### src/design/t0cc_defines.svh
// Register indices, field positions and encodings of the timer 0 block
`ifndef T0CC_DEFINES_SVH
`define T0CC_DEFINES_SVH
// Register indices; byte address is four times the index
`define T0CC_IDX_CTRL 12'h0E5
`define T0CC_IDX_COUNT 12'h0E6
`define T0CC_IDX_CAPT 12'h0E7
`define T0CC_IDX_STAT 12'h0E8
`define T0CC_IDX_IEN 12'h0E9
`define T0CC_IDX_ICLR 12'h0EA
// Control register fields
`define T0CC_CTRL_RESET 8'h00
`define T0CC_SEL_HI 7
`define T0CC_SEL_LO 5
`define T0CC_MODE_HI 4
`define T0CC_MODE_LO 3
`define T0CC_CLR_BIT 2
`define T0CC_MCIE_BIT 1
`define T0CC_OVIE_BIT 0
// Clock selection codes
`define T0CC_SEL_FXX1 3'h0
`define T0CC_SEL_D256 3'h1
`define T0CC_SEL_D64 3'h2
`define T0CC_SEL_D8 3'h3
`define T0CC_SEL_FXX 3'h4
`define T0CC_SEL_EXTF 3'h5
`define T0CC_SEL_EXTR 3'h6
`define T0CC_SEL_STOP 3'h7
// Capture mode codes
`define T0CC_MODE_CAPR 2'h1
`define T0CC_MODE_CAPF 2'h2
// Prescaler masks for each division
`define T0CC_MSK_D256 8'hFF
`define T0CC_MSK_D64 8'h3F
`define T0CC_MSK_D8 8'h07
// Interrupt status bits, their reset value and counter constants
`define T0CC_ST_CAPT 0
`define T0CC_ST_OVF 1
`define T0CC_ST_RESET 2'h0
`define T0CC_CNT_RESET 8'h00
`define T0CC_CNT_MAX 8'hFF
`define T0CC_CNT_ONE 8'h01
`endif

### src/design/t0cc_pkg.sv
// Types shared by the timer 0 control and capture block
package t0cc_pkg;
  typedef enum logic {BUS_IDLE, BUS_ACK} t0cc_bus_t;
  typedef logic [7:0] t0cc_byte_t;
endpackage

### src/design/t0cc_top.sv
// Timer 0 counter with clock select, capture, clear and Avalon-MM registers
`timescale 1ns/1ps
`include "t0cc_defines.svh"
module t0cc_top #(
  parameter int ADDR_W = 12
) (
  input wire logic ref_clk, // System clock, 20 MHz
  input wire logic resetn, // Asynchronous reset, active low
  input wire logic ce, // Clock enable, freezes all state when low
  input wire logic [ADDR_W-1:0] avs_address, // Byte address
  input wire logic avs_read, // Read request
  input wire logic avs_write, // Write request
  input wire logic [31:0] avs_writedata, // Write data, low byte used
  input wire logic [3:0] avs_byteenable, // Byte lanes
  output logic [31:0] avs_readdata, // Read data
  output logic avs_waitrequest, // Low for one cycle to answer
  input wire logic timer0_external_clock_pin, // External count clock
  input wire logic capture_pin, // Capture input
  output logic irq // Level interrupt
);

  // Byte addresses of the registers
  localparam logic [ADDR_W-1:0] ADR_CTRL = ADDR_W'(`T0CC_IDX_CTRL << 2);
  localparam logic [ADDR_W-1:0] ADR_COUNT = ADDR_W'(`T0CC_IDX_COUNT << 2);
  localparam logic [ADDR_W-1:0] ADR_CAPT = ADDR_W'(`T0CC_IDX_CAPT << 2);
  localparam logic [ADDR_W-1:0] ADR_STAT = ADDR_W'(`T0CC_IDX_STAT << 2);
  localparam logic [ADDR_W-1:0] ADR_IEN = ADDR_W'(`T0CC_IDX_IEN << 2);
  localparam logic [ADDR_W-1:0] ADR_ICLR = ADDR_W'(`T0CC_IDX_ICLR << 2);

  // Each register except the pin synchronisers sits beside the next value that its process computes
  t0cc_pkg::t0cc_bus_t bus_state;
  t0cc_pkg::t0cc_bus_t next_bus_state;
  logic next_waitrequest;
  logic [31:0] next_readdata;
  t0cc_pkg::t0cc_byte_t ctrl;
  t0cc_pkg::t0cc_byte_t next_ctrl;
  t0cc_pkg::t0cc_byte_t count;
  t0cc_pkg::t0cc_byte_t next_count;
  t0cc_pkg::t0cc_byte_t capt;
  t0cc_pkg::t0cc_byte_t next_capt;
  t0cc_pkg::t0cc_byte_t presc;
  t0cc_pkg::t0cc_byte_t next_presc;
  logic [1:0] status;
  logic [1:0] next_status;
  logic [1:0] ien;
  logic [1:0] next_ien;
  logic next_irq;
  logic [2:0] ext_sync;
  logic [2:0] cap_sync;
  logic wr_take;
  logic wr_ctrl;
  logic wr_iclr;
  logic wr_ien;
  logic tick;
  logic ext_fall;
  logic ext_rise;
  logic cap_rise;
  logic cap_fall;
  logic cap_evt;
  logic ovf_evt;
  logic [2:0] sel;
  logic [1:0] mode;
  logic [1:0] set_mask;
  logic [1:0] gate;

  // Control fields; the clear bit is never stored, so it cannot repeat
  assign sel = ctrl[`T0CC_SEL_HI:`T0CC_SEL_LO];
  assign mode = ctrl[`T0CC_MODE_HI:`T0CC_MODE_LO];

  // Pin synchronisers; stage 0 is read only by stage 1
  always_ff @(posedge ref_clk or negedge resetn) begin
    if (!resetn) begin
      ext_sync <= 3'h0;
      cap_sync <= 3'h0;
    end else if (ce) begin
      ext_sync <= {ext_sync[1:0], timer0_external_clock_pin};
      cap_sync <= {cap_sync[1:0], capture_pin};
    end
  end

  // Edges seen between stage 1 and stage 2, two cycles after the pin
  assign ext_fall = ext_sync[2] && !ext_sync[1];
  assign ext_rise = !ext_sync[2] && ext_sync[1];
  assign cap_rise = !cap_sync[2] && cap_sync[1];
  assign cap_fall = cap_sync[2] && !cap_sync[1];

  // A write lands only on the edge where waitrequest is sampled low
  assign wr_take = ce && avs_write && (bus_state == t0cc_pkg::BUS_ACK)
                   && avs_byteenable[0];
  assign wr_ctrl = wr_take && (avs_address == ADR_CTRL);
  assign wr_ien = wr_take && (avs_address == ADR_IEN);
  assign wr_iclr = wr_take && (avs_address == ADR_ICLR);

  // Count tick from the selected source
  always_comb begin
    tick = 1'b0;
    case (sel)
      `T0CC_SEL_FXX1: tick = 1'b1;
      `T0CC_SEL_FXX: tick = 1'b1;
      `T0CC_SEL_D256: tick = (presc & `T0CC_MSK_D256) == `T0CC_MSK_D256;
      `T0CC_SEL_D64: tick = (presc & `T0CC_MSK_D64) == `T0CC_MSK_D64;
      `T0CC_SEL_D8: tick = (presc & `T0CC_MSK_D8) == `T0CC_MSK_D8;
      `T0CC_SEL_EXTF: tick = ext_fall;
      `T0CC_SEL_EXTR: tick = ext_rise;
      default: tick = 1'b0;
    endcase
  end

  // Capture and overflow events; capture never stops the counter
  assign cap_evt = ((mode == `T0CC_MODE_CAPR) && cap_rise)
                   || ((mode == `T0CC_MODE_CAPF) && cap_fall);
  assign ovf_evt = tick && (count == `T0CC_CNT_MAX) && !wr_ctrl;
  assign set_mask = {ovf_evt, cap_evt};
  assign gate = {ctrl[`T0CC_OVIE_BIT], ctrl[`T0CC_MCIE_BIT]};

  // Next values of the timer state
  always_comb begin
    next_presc = presc + `T0CC_CNT_ONE;
    next_count = count;
    next_capt = capt;
    next_ctrl = ctrl;
    next_ien = ien;
    next_status = status;
    if (tick) begin
      next_count = count + `T0CC_CNT_ONE;
    end
    // Clear wins over a tick in the same cycle
    if (wr_ctrl) begin
      next_ctrl = avs_writedata[7:0];
      next_ctrl[`T0CC_CLR_BIT] = 1'b0;
      if (avs_writedata[`T0CC_CLR_BIT]) begin
        next_count = `T0CC_CNT_RESET;
      end
    end
    if (cap_evt) begin
      next_capt = count;
    end
    if (wr_ien) begin
      next_ien = avs_writedata[1:0];
    end
    // A new event beats a clear in the same cycle
    if (wr_iclr) begin
      next_status = status & ~avs_writedata[1:0];
    end
    next_status = next_status | set_mask;
    next_irq = |(next_status & next_ien & gate);
  end

  // Timer registers
  always_ff @(posedge ref_clk or negedge resetn) begin
    if (!resetn) begin
      presc <= `T0CC_CNT_RESET;
      count <= `T0CC_CNT_RESET;
      capt <= `T0CC_CNT_RESET;
      ctrl <= `T0CC_CTRL_RESET;
      ien <= `T0CC_ST_RESET;
      status <= `T0CC_ST_RESET;
      irq <= 1'b0;
    end else if (ce) begin
      presc <= next_presc;
      count <= next_count;
      capt <= next_capt;
      ctrl <= next_ctrl;
      ien <= next_ien;
      status <= next_status;
      irq <= next_irq;
    end
  end

  // Bus answer: one wait cycle, then waitrequest low for one cycle
  always_comb begin
    next_bus_state = t0cc_pkg::BUS_IDLE;
    next_readdata = avs_readdata;
    if ((bus_state == t0cc_pkg::BUS_IDLE) && (avs_read || avs_write)) begin
      next_bus_state = t0cc_pkg::BUS_ACK;
      next_readdata = 32'h0;
      // Unmapped or write-only addresses read as zero
      if (avs_address == ADR_CTRL) begin
        next_readdata[7:0] = ctrl;
      end else if (avs_address == ADR_COUNT) begin
        next_readdata[7:0] = count;
      end else if (avs_address == ADR_CAPT) begin
        next_readdata[7:0] = capt;
      end else if (avs_address == ADR_STAT) begin
        next_readdata[1:0] = status;
      end else if (avs_address == ADR_IEN) begin
        next_readdata[1:0] = ien;
      end
    end
    next_waitrequest = (next_bus_state != t0cc_pkg::BUS_ACK);
  end

  // Bus registers
  always_ff @(posedge ref_clk or negedge resetn) begin
    if (!resetn) begin
      bus_state <= t0cc_pkg::BUS_IDLE;
      avs_waitrequest <= 1'b1;
      avs_readdata <= 32'h0;
    end else if (ce) begin
      bus_state <= next_bus_state;
      avs_waitrequest <= next_waitrequest;
      avs_readdata <= next_readdata;
    end
  end
endmodule

### config.mk
export PLATFORM = sky130hd
export DESIGN_NAME = t0cc_top
export DESIGN_NICKNAME = d
export VERILOG_FILES = /design/src/design/t0cc_pkg.sv /design/src/design/t0cc_top.sv
export VERILOG_INCLUDE_DIRS = /design/src /design/src/design
export SDC_FILE = /design/constraint.sdc
export NUM_CORES = 1
export LEC_CHECK = 0
export BUFFER_PORTS_ARGS = -buffer_cell sky130_fd_sc_hd__buf_2
export CORE_MARGIN = 2
export CORE_UTILIZATION = 45
export DETAILED_ROUTE_END_ITERATION = 8
export HOLD_SLACK_MARGIN = 0.1
export PLACE_DENSITY_LB_ADDON = 0.15
export SLEW_MARGIN = 20
export SYNTH_ARGS = -nofsm -noshare
export SYNTH_HDL_FRONTEND = slang
export SYNTH_SLANG_ARGS = --single-unit
### constraint.sdc
create_clock -name ref_clk -period 2.1 [get_ports ref_clk]
set_input_delay 0.105 -clock ref_clk [delete_from_list [all_inputs] [get_ports ref_clk]]
set_output_delay 0.105 -clock ref_clk [all_outputs]
set_load 0.005 [all_outputs]
==> flow_results.xml <==
<?xml version="1.0" encoding="UTF-8"?>
<metrics>
  <group name="outcome">
    <metric name="status" unit="">completed</metric>
  </group>
  <group name="synthesis">
    <metric name="synth_top_cells_by_count" unit="">sky130_fd_sc_hd__dfrtp_1, sky130_fd_sc_hd__buf_4, sky130_fd_sc_hd__nand2_1</metric>
    <metric name="synth.top_cells.by_area" unit="">sky130_fd_sc_hd__dfrtp_1, sky130_fd_sc_hd__mux2_2, sky130_fd_sc_hd__buf_4, sky130_fd_sc_hd__nand2_1, sky130_fd_sc_hd__mux2i_1</metric>
    <metric name="syn_avg_cell_area" unit="um2">10.8</metric>
    <metric name="yosysMostFrequentCell" unit="">sky130_fd_sc_hd__dfrtp_1</metric>
    <metric name="synth_cells" unit="">259</metric>
    <metric name="syn-cell-area" unit="mm2">0.00280</metric>
    <metric name="yosys_warnings" unit="">0</metric>
    <metric name="synth_seq_cells" unit="">52</metric>
    <metric name="synth-edff-count" unit="">0</metric>
    <metric name="synth_sequential_area_ratio" unit="">0.465</metric>
    <metric name="netlist-cell-type-count" unit="">49</metric>
    <metric name="synth.area.mux_share" unit="">0.113</metric>
    <metric name="synth_largest_area_cell" unit="">sky130_fd_sc_hd__dfrtp_1</metric>
    <metric name="largest_family_of_logic_cells_by_synthesized_area" unit="">simple AND/OR/NAND/NOR gates</metric>
    <metric name="synth.top_cell.area_share" unit="">0.455</metric>
    <metric name="compound_gate_fraction_of_synth_area" unit="">0.126</metric>
    <metric name="yosys.area_share.adder" unit="">0.0134</metric>
    <metric name="synth-async-reset-ratio" unit="">1.00</metric>
    <metric name="post_synth_xor_area_fraction" unit="">0.0344</metric>
    <metric name="synth-simple-area-share" unit="">0.163</metric>
    <metric name="synth_flop_cell" unit="">sky130_fd_sc_hd__dfrtp_1</metric>
  </group>
  <group name="die">
    <metric name="chipWidth" unit="um">82.9</metric>
    <metric name="core_region_area" unit="mm2">0.00596</metric>
    <metric name="floorplan.initialDensity" unit="">0.471</metric>
    <metric name="ios" unit="">89</metric>
    <metric name="row_count" unit="">28</metric>
    <metric name="die_area" unit="mm2">0.00688</metric>
    <metric name="die-height" unit="um">82.9</metric>
  </group>
  <group name="drt">
    <metric name="detail_route.wl_per_cell" unit="um">14.1</metric>
    <metric name="vias" unit="">2080</metric>
    <metric name="drt-pass1-iter-count" unit="">4</metric>
    <metric name="finalWirelength" unit="um">5570</metric>
    <metric name="number_of_nets_still_failing_antenna_checks_after_routing" unit="">0</metric>
    <metric name="post_route_drc_violation_count" unit="">0</metric>
    <metric name="detailedRoute.firstIterationViolations" unit="">84</metric>
    <metric name="vias_per_cell" unit="">5.28</metric>
  </group>
  <group name="timing">
    <metric name="max_freq" unit="MHz">534</metric>
    <metric name="timing_worst_slew_pin_value" unit="ns">0.641</metric>
    <metric name="max-slew-margin-rel" unit="">0.569</metric>
    <metric name="setup_violations" unit="">0</metric>
    <metric name="drv_slew" unit="">0</metric>
    <metric name="final.period_utilization" unit="">0.891</metric>
    <metric name="finalHoldViolCount" unit="">0</metric>
    <metric name="finalCriticalPeriod" unit="ns">1.87</metric>
    <metric name="grt_setup_unrepaired" unit="">false</metric>
    <metric name="fin_tns_setup" unit="ns">0</metric>
    <metric name="worst_clock_skew" unit="ns">0.00714</metric>
    <metric name="layout_setup_ws" unit="ns">0.228</metric>
  </group>
  <group name="power_and_ir_drop">
    <metric name="comb_power_share" unit="">0.212</metric>
    <metric name="pint" unit="mW">1.81</metric>
    <metric name="power" unit="mW">2.59</metric>
    <metric name="peakVddDrop" unit="mV">0.519</metric>
    <metric name="seq_power_share" unit="">0.522</metric>
    <metric name="power.density_cell_area" unit="mW/mm2">786</metric>
    <metric name="power.clock.fraction" unit="">0.266</metric>
    <metric name="switching_power" unit="mW">0.779</metric>
    <metric name="power.share.switching" unit="">0.301</metric>
    <metric name="power.static_leakage" unit="nW">1.62</metric>
  </group>
  <group name="critical_path">
    <metric name="worstPathCellList" unit="">nand4_1 -&gt; nor4_1 -&gt; buf_4 -&gt; nand2_1 -&gt; a32oi_1 -&gt; o21ai_1</metric>
    <metric name="crit_path_max_incr_delay" unit="ns">0.48</metric>
    <metric name="critPathKind" unit="">reg2reg</metric>
    <metric name="required_arrival_time_at_the_worst_endpoint" unit="ns">2.29</metric>
    <metric name="crit_slowest_cell" unit="">sky130_fd_sc_hd__nor4_1</metric>
    <metric name="worst-path-max-fanout" unit="">4</metric>
    <metric name="worst_setup_path_end_kind" unit="">register</metric>
    <metric name="worstPathArrival" unit="ns">2.06</metric>
    <metric name="critPathLaunchType" unit="">register</metric>
  </group>
  <group name="cts">
    <metric name="htree_num_levels" unit="">2</metric>
    <metric name="number_of_buffers_on_the_longest_clock_path" unit="">2</metric>
    <metric name="cts_buffers" unit="">5</metric>
    <metric name="cts_setup_buffers" unit="">0</metric>
    <metric name="clkLatencyLatePin" unit="ns">0.31</metric>
    <metric name="clock_tree_from_tritoncts" unit="">done</metric>
    <metric name="cts_root_buffer" unit="">sky130_fd_sc_hd__clkbuf_8</metric>
    <metric name="clk_pin_slew_worst_paths" unit="ns">0.10</metric>
    <metric name="cts_sinks" unit="">52</metric>
  </group>
  <group name="global_routing">
    <metric name="grt_overflow" unit="">0</metric>
    <metric name="grt_start_max_net_pins" unit="">29</metric>
    <metric name="via_count_of_the_first_global_routing_pass" unit="">1935</metric>
    <metric name="grt_first_pass_wirelength" unit="um">9550</metric>
    <metric name="grt_usage" unit="">0.170</metric>
    <metric name="grt_antenna_before_repair" unit="">0</metric>
  </group>
  <group name="final_layout">
    <metric name="multi_input_comb_area" unit="mm2">0.00135</metric>
    <metric name="final_net_count" unit="">376</metric>
    <metric name="seqCellArea" unit="mm2">0.00130</metric>
    <metric name="areaGrowthSynthToFinish" unit="%">17.5</metric>
    <metric name="layout-drive-gt1-share" unit="">0.266</metric>
    <metric name="n_antenna_cell" unit="">0</metric>
    <metric name="nFillCells" unit="">551</metric>
  </group>
  <group name="placement">
    <metric name="finalWeightedCongestion" unit="">0.812</metric>
    <metric name="pre_cts_slack" unit="ns">0.0233</metric>
    <metric name="dp.final_hpwl" unit="um">4130</metric>
    <metric name="port_buffers" unit="">37</metric>
  </group>
  <group name="job">
    <metric name="cap_viol_max_count" unit="">0</metric>
  </group>
  <group name="worst_hold_path">
    <metric name="type_of_the_worst_min_delay_path" unit="">in2reg</metric>
  </group>
</metrics>
[layout make-up]
cell class,count,area share
Sequential cell,52,0.395
Inverter,6,0.00684
Multi-Input combinational cell,193,0.411
Clock inverter,3,0.0129
Clock buffer,5,0.0209
Timing Repair Buffer,60,0.125
Tap cell,75,0.0285
[cell usage in the layout (no fill, tap or decap), drive strengths merged, types with 4 or more instances in the layout]
| master | instances |
|---|---|
| dfrtp | 51 |
| buf | 49 |
| nand2 | 24 |
| conb | 24 |
| mux2 | 22 |
| o21ai | 16 |
| nor2 | 12 |
| dlygate4sd3 | 11 |
| a21o | 7 |
| xnor2 | 7 |
| mux2i | 7 |
| inv | 6 |
| nand2b | 5 |
| nand3 | 5 |
| a2bb2oi | 5 |
| clkbuf | 5 |
| nor4 | 5 |
| nand4 | 4 |
| and3 | 4 |
| xor2 | 4 |
| nor3 | 4 |
[worst paths after layout]
| check | slack, ns | cells past startpoint | to | start |
|---|---|---|---|---|
| max in group asynchronous | 1.15 | 3 | avs_waitrequest | resetn |
| min | 0.14 | 3 | avs_waitrequest | avs_read |
| min in group asynchronous | 0.32 | 2 | avs_readdata[5] | resetn |
| min reg2reg | 0.47 | 1 | presc[5] | presc[5] |
| max | 0.23 | 6 | status[1] | bus_state |
| max reg2reg | 0.23 | 6 | status[1] | bus_state |
[registers in the layout, summed over array words and instances (netlist names)]
register	flops
presc	8
status	2
irq	1
count	8
avs_waitrequest	1
ext_sync	3
avs_readdata	8
capt	8
cap_sync	3
ctrl	7
ien	2
bus_state	1
[through the flow]
| step | utilization | hold WS (ns) | std cells | area [um2] |
|---|---|---|---|---|
| 3_5_place_dp | 0.516 | 0.139 | 375 | 3070 |
| 2_1_floorplan | - | -0.191 | 282 | 2890 |
| 5_1_grt | 0.553 | 0.137 | 394 | 3290 |
| 4_1_cts | 0.553 | 0.138 | 394 | 3290 |
| 6_report | 0.553 | 0.137 | 394 | 3290 |
| 3_3_place_gp | 0.516 | 0.145 | 375 | 3070 |
[power by group through the flow]
| stage | Clock [mW] | Sequential (mW) | Combinational (mW) |
|---|---|---|---|
| finish | 0.688 | 1.35 | 0.549 |
| global route | 0.755 | 1.38 | 0.633 |
| global placement | 0 | 1.36 | 0.523 |
| floorplan | 0 | 1.32 | 0.430 |
| detailed placement | 0 | 1.37 | 0.538 |
| CTS | 0.715 | 1.35 | 0.556 |
[cells by family (layout without fill, tap and decap cells)]
| family | Yosys count | after routing |
|---|---|---|
| and+or+nand+nor | 76 | 76 |
| other | 1 | 24 |
| xor gates and xnor gates | 11 | 11 |
| AOI/OAI and AO/OA | 50 | 50 |
| buffers and inverters | 37 | 74 |
| muxes | 29 | 29 |
| DFF | 52 | 52 |
| adders and majority gates | 3 | 3 |
[critical path, delay by kind of cell (launching register included)]
family | cells | cell delay, ns
DFF | 1 | 0.35
and+or+nand+nor | 3 | 0.85
buffers and inverters | 1 | 0.20
AOI/OAI and AO/OA | 2 | 0.34
[per-layer routing]
metal,global-route usage,vias to the layer above,part of all wire
met5,0,-,0
met1,0.235,1009,0.48
met2,0.272,61,0.45
li1,-,1002,-
met3,0.0298,8,0.050
met4,0.0581,0,0.015
[what timing repair did]
item                                    4_1_cts  5_1_grt
hold buffers                                 11        0
endpoints found under the setup margin        0        1
hold endpoints to repair                     38        0
gates resized for setup                       0        1
(Power assumes the default switching activity.)
